[config.mk]
export PLATFORM = sky130hd
export DESIGN_NAME = asfsf_top
export DESIGN_NICKNAME = d
export VERILOG_FILES = /design/src/asfsf_pkg.sv /design/src/asfsf_mem_if.sv /design/src/asfsf_mem.sv /design/src/asfsf_top.sv
export SDC_FILE = /design/constraint.sdc
export NUM_CORES = 1
export LEC_CHECK = 0
export ABC_AREA = 1
export BUFFER_PORTS_ARGS = -buffer_cell sky130_fd_sc_hd__buf_2
export CAP_MARGIN = 20
export CORE_MARGIN = 2
export CORE_UTILIZATION = 54
export DETAILED_ROUTE_END_ITERATION = 12
export PLACE_DENSITY = 0.76
export RECOVER_POWER = 50
export SETUP_SLACK_MARGIN = 0.02
export SLEW_MARGIN = 10
export SYNTH_ARGS = -nofsm -noshare
export SYNTH_HDL_FRONTEND = slang
export SYNTH_HIERARCHICAL = 1
export SYNTH_SLANG_ARGS = --single-unit
[constraint.sdc]
create_clock -name clk_sys_i -period 3.6 [get_ports clk_sys_i]
set_input_delay 0.72 -clock clk_sys_i [delete_from_list [all_inputs] [get_ports clk_sys_i]]
set_output_delay 0.72 -clock clk_sys_i [all_outputs]
set_load 0.1 [all_outputs]
[src/asfsf_pkg.sv]
// Overview of operation
// Busy flag sets on first word load
// Busy clears once FIFO and shifter drained
// Empty flag high when FIFO holds none
// Full flag high when FIFO holds eight
// Watermark flag sets at level <= threshold
// Watermark holds until write lifts level above
// Overrun flag sets on write when full
// Starve flag sets on fetch when empty
// Writing one clears overrun/starve; zero ignored
// Receive empty flag high at zero words
// Read-only status flags ignore software writes
// Status bits 15 to 13 read zero
// Fill count reported in bits 31:28
// Interrupt on overrun when its enable set
// Hardware set beats simultaneous software clear
package asfsf_pkg;
	localparam int unsigned ADDR_W = 8;
	localparam int unsigned DATA_W = 32;
	localparam logic [ADDR_W-1:0] OFS_TX_DATA = 8'h00;
	localparam logic [ADDR_W-1:0] OFS_CTRL = 8'h04;
	localparam logic [ADDR_W-1:0] OFS_STATUS = 8'h0c;
	localparam logic [ADDR_W-1:0] OFS_IRQ_STAT = 8'h10;
	localparam logic [ADDR_W-1:0] OFS_IRQ_EN = 8'h14;
	localparam logic [ADDR_W-1:0] OFS_IRQ_CLR = 8'h18;
	localparam int unsigned ST_LEVEL_LO = 28;
	localparam int unsigned ST_BUSY = 21;
	localparam int unsigned ST_TX_EMPTY = 20;
	localparam int unsigned ST_TX_FULL = 19;
	localparam int unsigned ST_WM = 18;
	localparam int unsigned ST_OVR = 17;
	localparam int unsigned ST_STARVE = 16;
	localparam int unsigned ST_RX_EMPTY = 12;
	localparam int unsigned CTRL_WM_W = 3;
	localparam int unsigned IRQ_N = 3;
	localparam int unsigned IRQ_OVR = 0;
	localparam int unsigned IRQ_STARVE = 1;
	localparam int unsigned IRQ_WM = 2;
	localparam logic [CTRL_WM_W-1:0] CTRL_RESET = 3'h0;
	localparam logic [IRQ_N-1:0] IRQ_EN_RESET = 3'h0;
	localparam int unsigned TX_DEPTH = 8;
	localparam int unsigned LEVEL_W = 4;
endpackage

[src/asfsf_mem_if.sv]
`timescale 1ns/1ps
interface asfsf_mem_if #(
	parameter int unsigned W = 32,
	parameter int unsigned AW = 3
);
	logic we;
	logic [AW-1:0] waddr;
	logic [W-1:0] wdata;
	logic re;
	logic [AW-1:0] raddr;
	logic [W-1:0] rdata;
	modport ctrl (output we, output waddr, output wdata, output re,
		output raddr, input rdata);
	modport mem (input we, input waddr, input wdata, input re,
		input raddr, output rdata);
endinterface

[src/asfsf_mem.sv]
`timescale 1ns/1ps
module asfsf_mem #(
	parameter int unsigned W = 32,
	parameter int unsigned AW = 3
)(
	// Clock
	input wire logic clk_sys_i,
	// Port
	asfsf_mem_if.mem port
);
	logic [W-1:0] store [2**AW];
	logic [W-1:0] rdata;

	// No reset on the array: storage only, saves area
	always_ff @(posedge clk_sys_i)
	begin
		if (port.we)
		begin
			store[port.waddr] <= port.wdata;
		end
		if (port.re)
		begin
			rdata <= store[port.raddr];
		end
	end

	assign port.rdata = rdata;
endmodule

[src/asfsf_top.sv]
`timescale 1ns/1ps
module asfsf_top
	import asfsf_pkg::*;
#(
	parameter int unsigned DEPTH = TX_DEPTH,
	parameter int unsigned WORD_W = DATA_W
)(
	// Clock and reset
	input wire logic clk_sys_i,
	input wire logic rst_n_i,
	// Register port
	input wire logic [ADDR_W-1:0] reg_addr_i,
	input wire logic [DATA_W-1:0] reg_wdata_i,
	input wire logic reg_wr_i,
	input wire logic reg_rd_i,
	output logic [DATA_W-1:0] reg_rdata_o,
	// Serial shift logic side
	input wire logic shift_fetch_i,
	input wire logic shift_drained_i,
	output logic [WORD_W-1:0] tx_word_o,
	// Receive side
	input wire logic [LEVEL_W-1:0] rx_fill_count_i,
	// Interrupt
	output logic irq_o
);
	localparam int unsigned AW = $clog2(DEPTH);

	// Level field and full compare are sized for eight words,
	// so any other depth is refused when the design is built
	if (DEPTH != TX_DEPTH || WORD_W > DATA_W || WORD_W == 0)
	begin
		$error("asfsf_top: unsupported DEPTH or WORD_W");
	end

	asfsf_mem_if #(.W(WORD_W), .AW(AW)) mem_port ();

	asfsf_mem #(
		.W(WORD_W),
		.AW(AW)
	) u_mem (
		.clk_sys_i(clk_sys_i),
		.port(mem_port.mem)
	);

	// FIFO pointers carry one extra bit so full and empty differ
	logic [AW:0] wptr;
	logic [AW:0] rptr;
	logic [AW:0] next_wptr;
	logic [AW:0] next_rptr;
	logic [LEVEL_W-1:0] tx_fill_count;
	logic [LEVEL_W-1:0] next_fill;
	logic tx_queue_vacant;
	logic tx_queue_packed;
	logic push_req;
	logic push_ok;
	logic pop_ok;

	// Flags and control
	logic tx_shifter_active;
	logic next_active;
	logic tx_watermark_flag;
	logic next_wm;
	logic wm_wr_seen;
	logic next_wm_wr_seen;
	logic tx_overrun_flag;
	logic next_overrun;
	logic tx_starve_flag;
	logic next_starve;
	logic [CTRL_WM_W-1:0] tx_watermark_level;
	logic [CTRL_WM_W-1:0] next_wm_level;
	logic [IRQ_N-1:0] irq_enable;
	logic [IRQ_N-1:0] next_irq_enable;
	logic wm_event;
	logic next_wm_event;
	logic [IRQ_N-1:0] irq_status;
	logic [DATA_W-1:0] status_word;
	logic [DATA_W-1:0] next_rdata;
	logic rx_queue_vacant;
	logic clr_overrun;
	logic clr_starve;
	logic clr_wm_event;
	logic wr_status;
	logic wr_irq_clr;

	// FIFO occupancy
	assign tx_fill_count = LEVEL_W'(wptr - rptr);
	assign tx_queue_vacant = (tx_fill_count == '0);
	assign tx_queue_packed = (tx_fill_count == LEVEL_W'(DEPTH));
	assign rx_queue_vacant = (rx_fill_count_i == '0);

	assign push_req = reg_wr_i && (reg_addr_i == OFS_TX_DATA);
	// Writes into a full FIFO are dropped, the word is lost
	assign push_ok = push_req && !tx_queue_packed;
	assign pop_ok = shift_fetch_i && !tx_queue_vacant;

	assign mem_port.we = push_ok;
	assign mem_port.waddr = wptr[AW-1:0];
	assign mem_port.wdata = reg_wdata_i[WORD_W-1:0];
	assign mem_port.re = pop_ok;
	assign mem_port.raddr = rptr[AW-1:0];
	assign tx_word_o = mem_port.rdata;

	always_comb
	begin
		next_wptr = wptr;
		next_rptr = rptr;
		if (push_ok)
		begin
			next_wptr = wptr + 1'b1;
		end
		if (pop_ok)
		begin
			next_rptr = rptr + 1'b1;
		end
		next_fill = LEVEL_W'(next_wptr - next_rptr);
	end

	always_ff @(posedge clk_sys_i or negedge rst_n_i)
	begin
		if (!rst_n_i)
		begin
			wptr <= '0;
			rptr <= '0;
		end
		else
		begin
			wptr <= next_wptr;
			rptr <= next_rptr;
		end
	end

	// Software write decode
	assign wr_status = reg_wr_i && (reg_addr_i == OFS_STATUS);
	assign wr_irq_clr = reg_wr_i && (reg_addr_i == OFS_IRQ_CLR);
	assign clr_overrun = (wr_status && reg_wdata_i[ST_OVR])
		|| (wr_irq_clr && reg_wdata_i[IRQ_OVR]);
	assign clr_starve = (wr_status && reg_wdata_i[ST_STARVE])
		|| (wr_irq_clr && reg_wdata_i[IRQ_STARVE]);
	assign clr_wm_event = wr_irq_clr && reg_wdata_i[IRQ_WM];

	// Flag next-state logic
	always_comb
	begin
		next_active = tx_shifter_active;
		if (pop_ok)
		begin
			next_active = 1'b1;
		end
		else if (tx_queue_vacant && shift_drained_i)
		begin
			next_active = 1'b0;
		end

		// Set is tested last so it wins over a clear in the same cycle
		next_overrun = tx_overrun_flag;
		if (clr_overrun)
		begin
			next_overrun = 1'b0;
		end
		if (push_req && tx_queue_packed)
		begin
			next_overrun = 1'b1;
		end

		next_starve = tx_starve_flag;
		if (clr_starve)
		begin
			next_starve = 1'b0;
		end
		if (shift_fetch_i && tx_queue_vacant)
		begin
			next_starve = 1'b1;
		end

		// Watermark holds until a data write lifts the level above it
		next_wm = tx_watermark_flag;
		next_wm_wr_seen = wm_wr_seen || push_req;
		if (next_fill <= LEVEL_W'(tx_watermark_level))
		begin
			next_wm = 1'b1;
			next_wm_wr_seen = 1'b0;
		end
		else if (next_wm_wr_seen)
		begin
			next_wm = 1'b0;
		end

		next_wm_event = wm_event;
		if (clr_wm_event)
		begin
			next_wm_event = 1'b0;
		end
		if (next_wm && !tx_watermark_flag)
		begin
			next_wm_event = 1'b1;
		end
	end

	always_ff @(posedge clk_sys_i or negedge rst_n_i)
	begin
		if (!rst_n_i)
		begin
			tx_shifter_active <= 1'b0;
			tx_overrun_flag <= 1'b0;
			tx_starve_flag <= 1'b0;
			tx_watermark_flag <= 1'b1;
			wm_wr_seen <= 1'b0;
			wm_event <= 1'b0;
		end
		else
		begin
			tx_shifter_active <= next_active;
			tx_overrun_flag <= next_overrun;
			tx_starve_flag <= next_starve;
			tx_watermark_flag <= next_wm;
			wm_wr_seen <= next_wm_wr_seen;
			wm_event <= next_wm_event;
		end
	end

	// Control registers
	always_comb
	begin
		next_wm_level = tx_watermark_level;
		next_irq_enable = irq_enable;
		if (reg_wr_i && (reg_addr_i == OFS_CTRL))
		begin
			next_wm_level = reg_wdata_i[CTRL_WM_W-1:0];
		end
		if (reg_wr_i && (reg_addr_i == OFS_IRQ_EN))
		begin
			next_irq_enable = reg_wdata_i[IRQ_N-1:0];
		end
	end

	always_ff @(posedge clk_sys_i or negedge rst_n_i)
	begin
		if (!rst_n_i)
		begin
			tx_watermark_level <= CTRL_RESET;
			irq_enable <= IRQ_EN_RESET;
		end
		else
		begin
			tx_watermark_level <= next_wm_level;
			irq_enable <= next_irq_enable;
		end
	end

	// Interrupt: overrun and starve share the status flags
	assign irq_status = {wm_event, tx_starve_flag, tx_overrun_flag};
	assign irq_o = |(irq_status & irq_enable);

	// Status word; read-only bits have no write path
	always_comb
	begin
		status_word = '0;
		status_word[ST_LEVEL_LO +: LEVEL_W] = tx_fill_count;
		status_word[ST_BUSY] = tx_shifter_active;
		status_word[ST_TX_EMPTY] = tx_queue_vacant;
		status_word[ST_TX_FULL] = tx_queue_packed;
		status_word[ST_WM] = tx_watermark_flag;
		status_word[ST_OVR] = tx_overrun_flag;
		status_word[ST_STARVE] = tx_starve_flag;
		status_word[ST_RX_EMPTY] = rx_queue_vacant;
	end

	// Read data valid only in the cycle after the strobe
	always_comb
	begin
		next_rdata = '0;
		if (reg_rd_i)
		begin
			case (reg_addr_i)
				OFS_CTRL:
				begin
					next_rdata[CTRL_WM_W-1:0] = tx_watermark_level;
				end
				OFS_STATUS:
				begin
					next_rdata = status_word;
				end
				OFS_IRQ_STAT:
				begin
					next_rdata[IRQ_N-1:0] = irq_status;
				end
				OFS_IRQ_EN:
				begin
					next_rdata[IRQ_N-1:0] = irq_enable;
				end
				default:
				begin
					next_rdata = '0;
				end
			endcase
		end
	end

	always_ff @(posedge clk_sys_i or negedge rst_n_i)
	begin
		if (!rst_n_i)
		begin
			reg_rdata_o <= '0;
		end
		else
		begin
			reg_rdata_o <= next_rdata;
		end
	end
endmodule

Word-level counts from Yosys, hierarchy flattened
Memory sizes are Yosys's and may differ from the RTL's. A register that Yosys moved wholly into a read port is not among the register bits.
Cells that the tools add are included.
Operators by class
  $add $sub $neg: 4
  magnitude comparators: 1
  equality and inequality tests: 6
  muxes and demuxes: 18
  bitwise operators: 1
  reduce and logical (&&, ||, !) cells: 30
Operators with widths (count)
  $mux W32: 1
  $mux W29: 1
  $eq A8 B5 Y1 const B: 3
  $logic_and A1 B1 Y1: 16
  $mux W1: 13
  $pmux W3 S3: 1
  $add A4 B1 Y4 const B: 2
  $eq A8 B3 Y1 const B: 1
  $eq A8 B4 Y1 const B: 1
  $logic_not A4 Y1: 2
  $logic_not A8 Y1: 1
  $mux W4: 2
  $reduce_bool A2 Y1: 4
  $sub A4 B4 Y4: 2
  $eq A4 B4 Y1 const B: 1
  $le A4 B3 Y1: 1
  $and A3 B3 Y3: 1
  $logic_not A1 Y1: 3
  $logic_or A1 B1 Y1: 3
  $reduce_or A3 Y1: 1
Word-level totals
  register bits: 52
  RAM bits: 256
  bits of input ports: 50
  memories kept: 1
Memories
  u_mem.store: depth 8, bits a word 32, read ports 1, clocked after Yosys merged registers in 1, wr ports 1, RTL line asfsf_mem.sv:11  | logic [W-1:0] store [2**AW];

Depth between registers and ports, before layout
Gate-level depths: netlist of the first run.
  depth after elaboration: 10
  gate-level depth with buffers: 24
  mapped depth without buffers: 24

Modules after synthesis
Netlist of the first run, hierarchy kept.
Modules (own cells, without submodules)
  asfsf_mem: times used 1, cells an instance 1156, area an instance 12192.9 µm², seq. area each 8648.3 µm²
  asfsf_top: times used 1, cells an instance 254, area an instance 2133.3 µm², seq. area each 852.1 µm²

Worst setup path before layout of the first run
Ideal clock, no wire load.
  kind: reg2reg
  start: register wptr[0]
  end: memory u_mem.store[1][0], enable pin
  data arrival time: 3109 ps
  required time: 3179 ps
  setup slack: 69 ps
  stages on the path, launching flop included: 13
  path buffers: 0
  period minus slack after synthesis: 3531 ps
  cell sequence: dfrtp_1 > inv_1 > ha_1 > inv_2 > fa_1 > inv_1 > nand2_2 > nor2_8 > nand3_4 > nand2_1 > inv_1 > nand2_1 > nor2_1
Between the ends
  cells in the longest elaborated chain, start to end: 6
Ends and longest elaborated chain
  start, declared: RTL line asfsf_top.sv:46  | logic [AW:0] wptr;
  start signal, assigned: RTL line asfsf_top.sv:127  | wptr <= next_wptr;
  $sub A4 B4 Y4: RTL line asfsf_top.sv:86  | assign tx_fill_count = LEVEL_W'(wptr - rptr);
  $eq A4 B4 Y1: RTL line asfsf_top.sv:88  | assign tx_queue_packed = (tx_fill_count == LEVEL_W'(DEPTH));
  $logic_not A1 Y1: RTL line asfsf_top.sv:93  | assign push_ok = push_req && !tx_queue_packed;
  $logic_and A1 B1 Y1: RTL line asfsf_top.sv:93
  via mem_port.we: RTL line asfsf_mem_if.sv:6  | logic we;
  $mux W1: RTL line asfsf_mem.sv:17  | if (port.we)
  $mux W1 (not written as such): RTL line asfsf_mem.sv:19  | store[port.waddr] <= port.wdata;
  end, declared: RTL line asfsf_mem.sv:11
The timed path passes the listed nets, and every way through them passes these cells.

Worst setup path after layout of the first run
  start: register rptr[0]
  end: register wm_wr_seen
Between the ends
  cells in the longest elaborated chain, start to end: 8
Ends and longest elaborated chain
  start, declared: RTL line asfsf_top.sv:47  | logic [AW:0] rptr;
  start signal, assigned: RTL line asfsf_top.sv:128  | rptr <= next_rptr;
  $sub A4 B4 Y4: RTL line asfsf_top.sv:86
  $eq A4 B4 Y1 or $logic_not A4 Y1 (tied branches): RTL line asfsf_top.sv:88, asfsf_top.sv:87
  $logic_not A1 Y1 (on tied branches): RTL line asfsf_top.sv:93, asfsf_top.sv:94
  $logic_and A1 B1 Y1 (on tied branches): RTL line asfsf_top.sv:93, asfsf_top.sv:94
  $mux W4 (on tied branches): RTL line asfsf_top.sv:107, asfsf_top.sv:111
  $sub A4 B4 Y4 (*): RTL line asfsf_top.sv:115  | next_fill = LEVEL_W'(next_wptr - next_rptr);
  $le A4 B3 Y1 (*): RTL line asfsf_top.sv:178  | if (next_fill <= LEVEL_W'(tx_watermark_level))
  $mux W1 (*): RTL line asfsf_top.sv:178
  via next_wm_wr_seen: RTL line asfsf_top.sv:64  | logic next_wm_wr_seen;
  end signal, assigned: RTL line asfsf_top.sv:216  | wm_wr_seen <= next_wm_wr_seen;
  end, declared: RTL line asfsf_top.sv:63  | logic wm_wr_seen;
Mark *: on every way through the listed nets, which the timed path passes. The rest lies on a longest branch.
A chain may end at the register's enable or synchronous reset.

==> flow_metrics.py, run 1 <==
metrics = {
    "sta": {
        "fin_skew_ps": 15.74,
        "slew_headroom": -0.2425,
        "clock.fmax_mhz": 294.2,
        "finalHoldViolCount": 0,
        "setup_violations": 0,
        "drv_slew": 35,
        "worst_pin_slew_ps": 1864,
        "timing.final.crit_share": 0.9441,
        "post-route-min-period_ps": 3399,
        "timing.hold.ws_ps": 432.3,
        "setup_tns_ps": 0,
    },
    "power_and_ir_drop": {
        "swShare": 0.4064,
        "ir_drop_uv": 746.4,
        "p_comb_frac": 0.387,
        "seq_power_share": 0.346,
        "power_frac_clock": 0.267,
        "internal-power_mw": 7.749,
        "finalPower_mw": 13.06,
        "leakage_nw": 7.490,
        "switchingPower_mw": 5.306,
        "power_density_nw_per_um2": 799.5,
    },
    "cells_and_area": {
        "diodes": 0,
        "drive_above_1_share": 0.1145,
        "area_delta_synth_final_pct": 13.98,
        "most-common-layout-cells": "nand2_1 (462), inv_1 (301), edfxtp_1 (288)",
        "finish.net_count": 1592,
        "mostFrequentLayoutCell": "nand2_1",
    },
    "yosys": {
        "synth.distinct_cells": 40,
        "netlist_area_um2": 14330,
        "ys.flop_type": "edfxtp_1",
        "yosys.area.top_type_share": 0.6037,
        "synth_edf_count": 288,
        "async_flop_share": 0.1056,
        "synth_top_area_cell": "edfxtp_1",
        "yosysWarningCount": 6,
        "syn_inst": 1410,
        "synth_area_leaders": "edfxtp_1 (60%), nand2_1 (12%), inv_1 (7.9%)",
        "synth_seq_cells": 322,
        "ys_seq_area_frac": 0.6631,
        "avgSynthCellArea_um2": 10.16,
    },
    "global_route": {
        "grt_pass1_vias": 9728,
        "grt_pass1_wl_um": 48620,
        "grt_max_degree": 69,
        "grt_overflow": 0,
        "antenna_found_initial": 0,
        "grt_usage": 0.2198,
    },
    "clock_network": {
        "clk_path_buf_depth": 3,
        "clkTransAtPathRegs_ps": 60,
        "cts_tree": "yes",
        "clock_latency_ps": 500,
        "clock-root-buffer": "clkbuf_16",
        "cts_made_buffers": 34,
        "cts_sinks": 322,
        "cts_hold_buf": 0,
        "htree_levels": 2,
    },
    "route": {
        "initialDrtViolationCount": 892,
        "ant_nets": 0,
        "vias": 9615,
        "routed.top_layer": "met4",
        "drcViolationCount": 0,
        "first_pass_iters": 6,
        "met1Wirelength_um": 11950,
        "route.met3.wl_um": 2511,
        "viasPerCell": 5.090,
        "finalWirelength_um": 30290,
        "wl_met2_um": 15040,
        "wl_per_cell_um": 16.03,
    },
    "floorplanning": {
        "fp-row-count": 59,
        "die_h_um": 166.9,
        "die_area_um2": 27850,
        "ios": 115,
        "core-area_um2": 26060,
        "start_util": 0.5498,
        "die_width_um": 166.9,
    },
    "setup_path": {
        "r2r_cells": 19,
        "cp_max_fo": 3,
        "required_ps": 3990,
        "path_buf_inv": 4,
        "arrival_ps": 3790,
        "path_delay_family": "adder cells",
        "critPathCaptureType": "flip-flop",
        "worstSetupPathType": "reg -> reg",
        "start_kind": "flip-flop",
        "ff2ff_setup_slack_ps": 200,
        "cp_slowest_cell": "dfrtp_4",
        "cp_slowest_stage_delay_ps": 470,
        "r2r_end": "wm_wr_seen",
        "timing.rr.start": "rptr[0]",
        "cp_cell_sequence": "ha_1 -> inv_2 -> fa_2 -> inv_2 -> nand2_4 -> nor2_8 -> nand3_4 -> nand2_1 -> xor2_1 -> ha_2 -> fa_2 -> inv_1 -> ha_4 -> a21oi_2 -> nor2_1 -> o21ai_2 -> nand2_2 -> nand2_1 -> inv_1",
    },
    "hold_path": {
        "hp-start": "shift_drained_i",
        "hold_path_end": "tx_shifter_active",
        "hold_depth": 2,
        "hold_path_class": "in -> reg",
    },
    "run_status": {
        "status": "complete, but fails checks",
        "violations": "capacitance limit, slew limit",
    },
    "flow_run": {
        "maxCapViolCount": 1,
    },
    "placed_design": {
        "portBuffers": 96,
        "hpwlAfterDp_um": 17140,
        "gp_congestion": 0.8485,
    },
}
## kinds of logic (layout without fill, tap and decap cells)
kind of cell	count (synthesis)	after routing	synth area share
xor+xnor	7	7	0.004280
simple gates	665	665	0.1970
compound gates	24	24	0.01031
other cells	1	18	0.0002618
buf+inv	378	505	0.1126
fa+ha+maj	13	13	0.01240
flops	322	322	0.6631
## layer usage
layer  track usage  vias to the layer above
li1              -                     4620
met3       0.03969                       70
met1        0.2812                     4503
met5             0                        -
met4       0.07496                        0
met2        0.3795                      422
## cell type report
type	instances	area, µm²
clock inverters	16	177.7
clock buffers	45	943.4
flip-flops and latches	322	9505
well taps	335	419.2
multi-input cells	727	3408
repair buffers	133	706.9
inverters	311	1169
fillers	1949	9729
## timing repair
item / CTS / global route
resized for setup: 2 / 16
setup endpoints to repair: 3 / 3
pin swaps: 0 / 10
setup buffers: 0 / 1
## worst max-delay path by stage
stage / startpoint / endpoint / cells past startpoint
after floorplan: wptr[0] / u_mem/store[1][0] / 12
after global placement: wptr[0] / wm_wr_seen / 21
after detailed placement: wptr[0] / wm_wr_seen / 22
after CTS: rptr[0] / wm_wr_seen / 19
after global routing: rptr[0] / wm_wr_seen / 20
final: rptr[0] / wm_wr_seen / 19
## power by group through the flow
stage | combinational [mW] | sequential (mW) | clock [mW]
3_3_place_gp | 4.79 | 4.59 | 0
5_1_grt | 5.50 | 4.55 | 3.68
6_report | 5.05 | 4.52 | 3.48
4_1_cts | 4.95 | 4.52 | 3.54
2_1_floorplan | 2.58 | 6.01 | 0
3_5_place_dp | 4.90 | 4.59 | 0
## Yosys cell counts, drive strengths merged (3+ instances only)
cell type	number
buf	59
clkbuf	8
dfrtp	33
edfxtp	288
ha	11
inv	311
nand2	480
nand3	147
nor2	30
o211ai	4
o21ai	12
or2	3
xnor2	3
xor2	4
## sequential cells by signal, indices dropped and copies added, names as in the netlist, named ones only
name                count
u_mem/store           256
u_mem/port.rdata       32
reg_rdata_o            14
irq_enable              3
rptr                    3
tx_watermark_level      3
wptr                    3
tx_overrun_flag         1
tx_shifter_active       1
tx_starve_flag          1
tx_watermark_flag       1
wm_event                1
wm_wr_seen              1
## per-stage QoR
| stage | utilization | cells | area [µm²] | worst slack, ps |
|---|---|---|---|---|
| 6_report | 0.6266 | 1889 | 16330 | 201.1 |
| 2_1_floorplan | - | 1427 | 14390 | 69.32 |
| 3_3_place_gp | 0.5820 | 1825 | 15170 | 89.09 |
| 4_1_cts | 0.6250 | 1886 | 16290 | 94.02 |
| 5_1_grt | 0.6266 | 1889 | 16330 | -0.5902 |
| 3_5_place_dp | 0.5820 | 1825 | 15170 | -35.49 |
Power figures use the tool's default switching activity.
==> run 2: changes to the inputs <==
--- a/config.mk
+++ b/config.mk
@@ -5,13 +5,12 @@
 export SDC_FILE = /design/constraint.sdc
 export NUM_CORES = 1
 export LEC_CHECK = 0
-export ABC_AREA = 1
 export BUFFER_PORTS_ARGS = -buffer_cell sky130_fd_sc_hd__buf_2
 export CAP_MARGIN = 20
 export CORE_MARGIN = 2
-export CORE_UTILIZATION = 54
+export CORE_UTILIZATION = 53
 export DETAILED_ROUTE_END_ITERATION = 12
-export PLACE_DENSITY = 0.76
+export PLACE_DENSITY = 0.75
 export RECOVER_POWER = 50
 export SETUP_SLACK_MARGIN = 0.02
 export SLEW_MARGIN = 10
==> flow_metrics.py, run 2 <==
metrics = {
    "floorplanning": {
        "fp-row-count": 56,
        "core-area_um2": 23610,
        "die_h_um": 159.5,
        "start_util": 0.5430,
        "die_width_um": 159.5,
        "die_area_um2": 25450,
        "ios": 115,
    },
    "power_and_ir_drop": {
        "ir_drop_uv": 642.4,
        "power_density_nw_per_um2": 784.3,
        "leakage_nw": 5.175,
        "switchingPower_mw": 4.081,
        "swShare": 0.3471,
        "power_frac_clock": 0.263,
        "internal-power_mw": 7.676,
        "p_comb_frac": 0.352,
        "seq_power_share": 0.385,
        "finalPower_mw": 11.76,
    },
    "yosys": {
        "syn_inst": 607,
        "synth_seq_cells": 322,
        "ys_seq_area_frac": 0.7409,
        "netlist_area_um2": 12820,
        "ys_top_cells_by_count": "edfxtp_1 (288), mux2_2 (40), mux4_1 (40)",
        "synth_most_common_cell": "edfxtp_1",
        "synth_top_area_cell": "edfxtp_1",
        "synth.distinct_cells": 57,
        "yosysWarningCount": 6,
        "ys.flop_type": "edfxtp_1",
        "async_flop_share": 0.1056,
        "synth_edf_count": 288,
        "yosys.area.top_type_share": 0.6745,
        "avgSynthCellArea_um2": 21.12,
        "synth_area_leaders": "edfxtp_1 (67%), mux4_1 (8.2%), dfrtp_1 (6.4%)",
    },
    "run_status": {
        "violations": "capacitance limit, slew limit",
        "status": "complete, but fails checks",
    },
    "clock_network": {
        "clk_path_buf_depth": 3,
        "clock-root-buffer": "clkbuf_16",
        "clock_latency_ps": 560,
        "clkTransAtPathRegs_ps": 60,
        "cts_tree": "yes",
        "htree_levels": 1,
        "cts_made_buffers": 31,
        "cts_sinks": 322,
        "cts_hold_buf": 0,
    },
    "global_route": {
        "grt_pass1_wl_um": 36880,
        "grt_pass1_vias": 6535,
        "grt_usage": 0.1908,
        "antenna_found_initial": 2,
        "grt_max_degree": 67,
        "grt_overflow": 0,
    },
    "setup_path": {
        "arrival_ps": 4030,
        "cp_slowest_stage_delay_ps": 500,
        "path_delay_family": "adder cells",
        "required_ps": 4060,
        "critPathCaptureType": "flip-flop",
        "start_kind": "flip-flop",
        "cp_cell_sequence": "ha_4 -> inv_2 -> fa_2 -> nor2b_4 -> nand2_2 -> or2_4 -> nand2_4 -> buf_6 -> mux2i_4 -> fa_1 -> inv_2 -> ha_4 -> a21o_1 -> a21oi_2 -> a31oi_4 -> o31ai_2",
        "worstSetupPathType": "reg -> reg",
        "path_buf_inv": 3,
        "cp_slowest_cell": "dfrtp_4",
        "cp_max_fo": 4,
    },
    "placed_design": {
        "gp_congestion": 0.8402,
        "dp.cells": 1030,
        "hpwlAfterDp_um": 13790,
        "portBuffers": 96,
    },
    "sta": {
        "clock.fmax_mhz": 280.4,
        "setup_tns_ps": 0,
        "post-route-min-period_ps": 3566,
        "slew_headroom": -0.1864,
        "fin_skew_ps": 8.956,
        "setup_violations": 0,
        "finalHoldViolCount": 0,
        "timing.final.crit_share": 0.9906,
        "worst_pin_slew_ps": 1780,
        "rsz0062_at_grt": "true",
        "drv_slew": 35,
    },
    "cells_and_area": {
        "fin_util": 0.6349,
        "n_fill_cell": 1617,
        "regMostFlops": "u_mem/store",
        "most-common-layout-cells": "edfxtp_1 (288), clkbuf_1 (72), mux2_2 (40), mux4_1 (40), buf_4 (34)",
        "reg_top3": "u_mem/store x256, u_mem/port.rdata x32, reg_rdata_o x14",
        "mostFrequentLayoutCell": "edfxtp_1",
        "area_delta_synth_final_pct": 16.91,
        "multi_input_area_um2": 3281,
        "final-seq-area_um2": 9509,
        "fin_cells": 1100,
        "drive_above_1_share": 0.2901,
        "largest_reg_flops": 256,
        "finish.net_count": 818,
    },
    "hold_path": {
        "hold_path_class": "in -> reg",
    },
    "route": {
        "drcViolationCount": 0,
        "wl_per_cell_um": 22.08,
        "vias": 6258,
        "finalWirelength_um": 24290,
        "viasPerCell": 5.689,
        "ant_nets": 0,
        "first_pass_iters": 5,
        "initialDrtViolationCount": 539,
    },
    "flow_run": {
        "maxCapViolCount": 1,
    },
}
## run 2: cell count changes after synthesis, moves of 15 or more
cell | before | now
mux4_1 | 0 | 40
mux2_2 | 0 | 40
nand2_2 | 15 | 0
inv_1 | 303 | 14
mux4_2 | 0 | 24
nand2_1 | 463 | 8
nand3_1 | 141 | 8
## run 2: repair_timing
action,4_1_cts,5_1_grt
setup buffers,3,8
pin swaps,4,9
hold endpoints to repair,0,0
setup endpoints to repair,3,3
resized for setup,8,14
## run 2: cell families after synthesis
| group | count (synthesis) | synth area share |
|---|---|---|
| buf+inv | 52 | 0.02518 |
| other cells | 1 | 0.0002925 |
| compound gates | 32 | 0.01835 |
| xor+xnor | 11 | 0.008685 |
| fa+ha+maj | 13 | 0.01386 |
| simple gates | 67 | 0.02957 |
| mux | 109 | 0.1632 |
| flops | 322 | 0.7409 |
## run 2: power groups by stage
| stage | clock [mW] | sequential (mW) | combinational (mW) |
|---|---|---|---|
| floorplan | 0 | 5.87 | 1.99 |
| global placement | 0 | 4.59 | 3.83 |
| detailed placement | 0 | 4.59 | 3.91 |
| CTS | 3.16 | 4.52 | 4.03 |
| global route | 3.30 | 4.55 | 4.38 |
| finish | 3.09 | 4.52 | 4.14 |
## run 2: stage by stage
step / instance area, µm² / hold slack [ps] / worst slack (ps)
detailed placement: 13910 / 487.6 / -92.18
global placement: 13910 / 477.8 / 21.53
finish: 14990 / 331.8 / 33.66
floorplan: 12980 / 424.4 / -71.91
global route: 14990 / 337.9 / -115.0
CTS: 14930 / 238.2 / 23.52
## run 2: per-layer routing
metal  up-vias  GRT usage  share of wire
met5         -          0              0
met4         0    0.05455          0.023
met3        37    0.02917          0.051
met2       223     0.3345           0.52
met1      3233     0.2502           0.41
li1       2765          -              -
## run 2: final timing paths
| kind | end | slack [ps] | startpoint | cells after the start |
|---|---|---|---|---|
| min reg2reg | tx_watermark_flag | 500 | tx_watermark_flag | 2 |
| max | wm_event | 30 | rptr[0] | 16 |
| min | tx_shifter_active | 330 | shift_drained_i | 2 |
| min in group asynchronous | reg_rdata_o[12] | 640 | rst_n_i | 1 |
| max reg2reg | wm_event | 30 | rptr[0] | 16 |
| max in group asynchronous | rptr[0] | 1700 | rst_n_i | 1 |
## run 2: final cells by class
type                       count  area share
multi-input combinational    250      0.2188
clock buffer                  36     0.05300
inverter                      14    0.003506
antenna                        2   0.0003339
tap                          319     0.02663
clock inverter                21     0.01244
timing repair buffer         136     0.05091
sequential                   322      0.6343
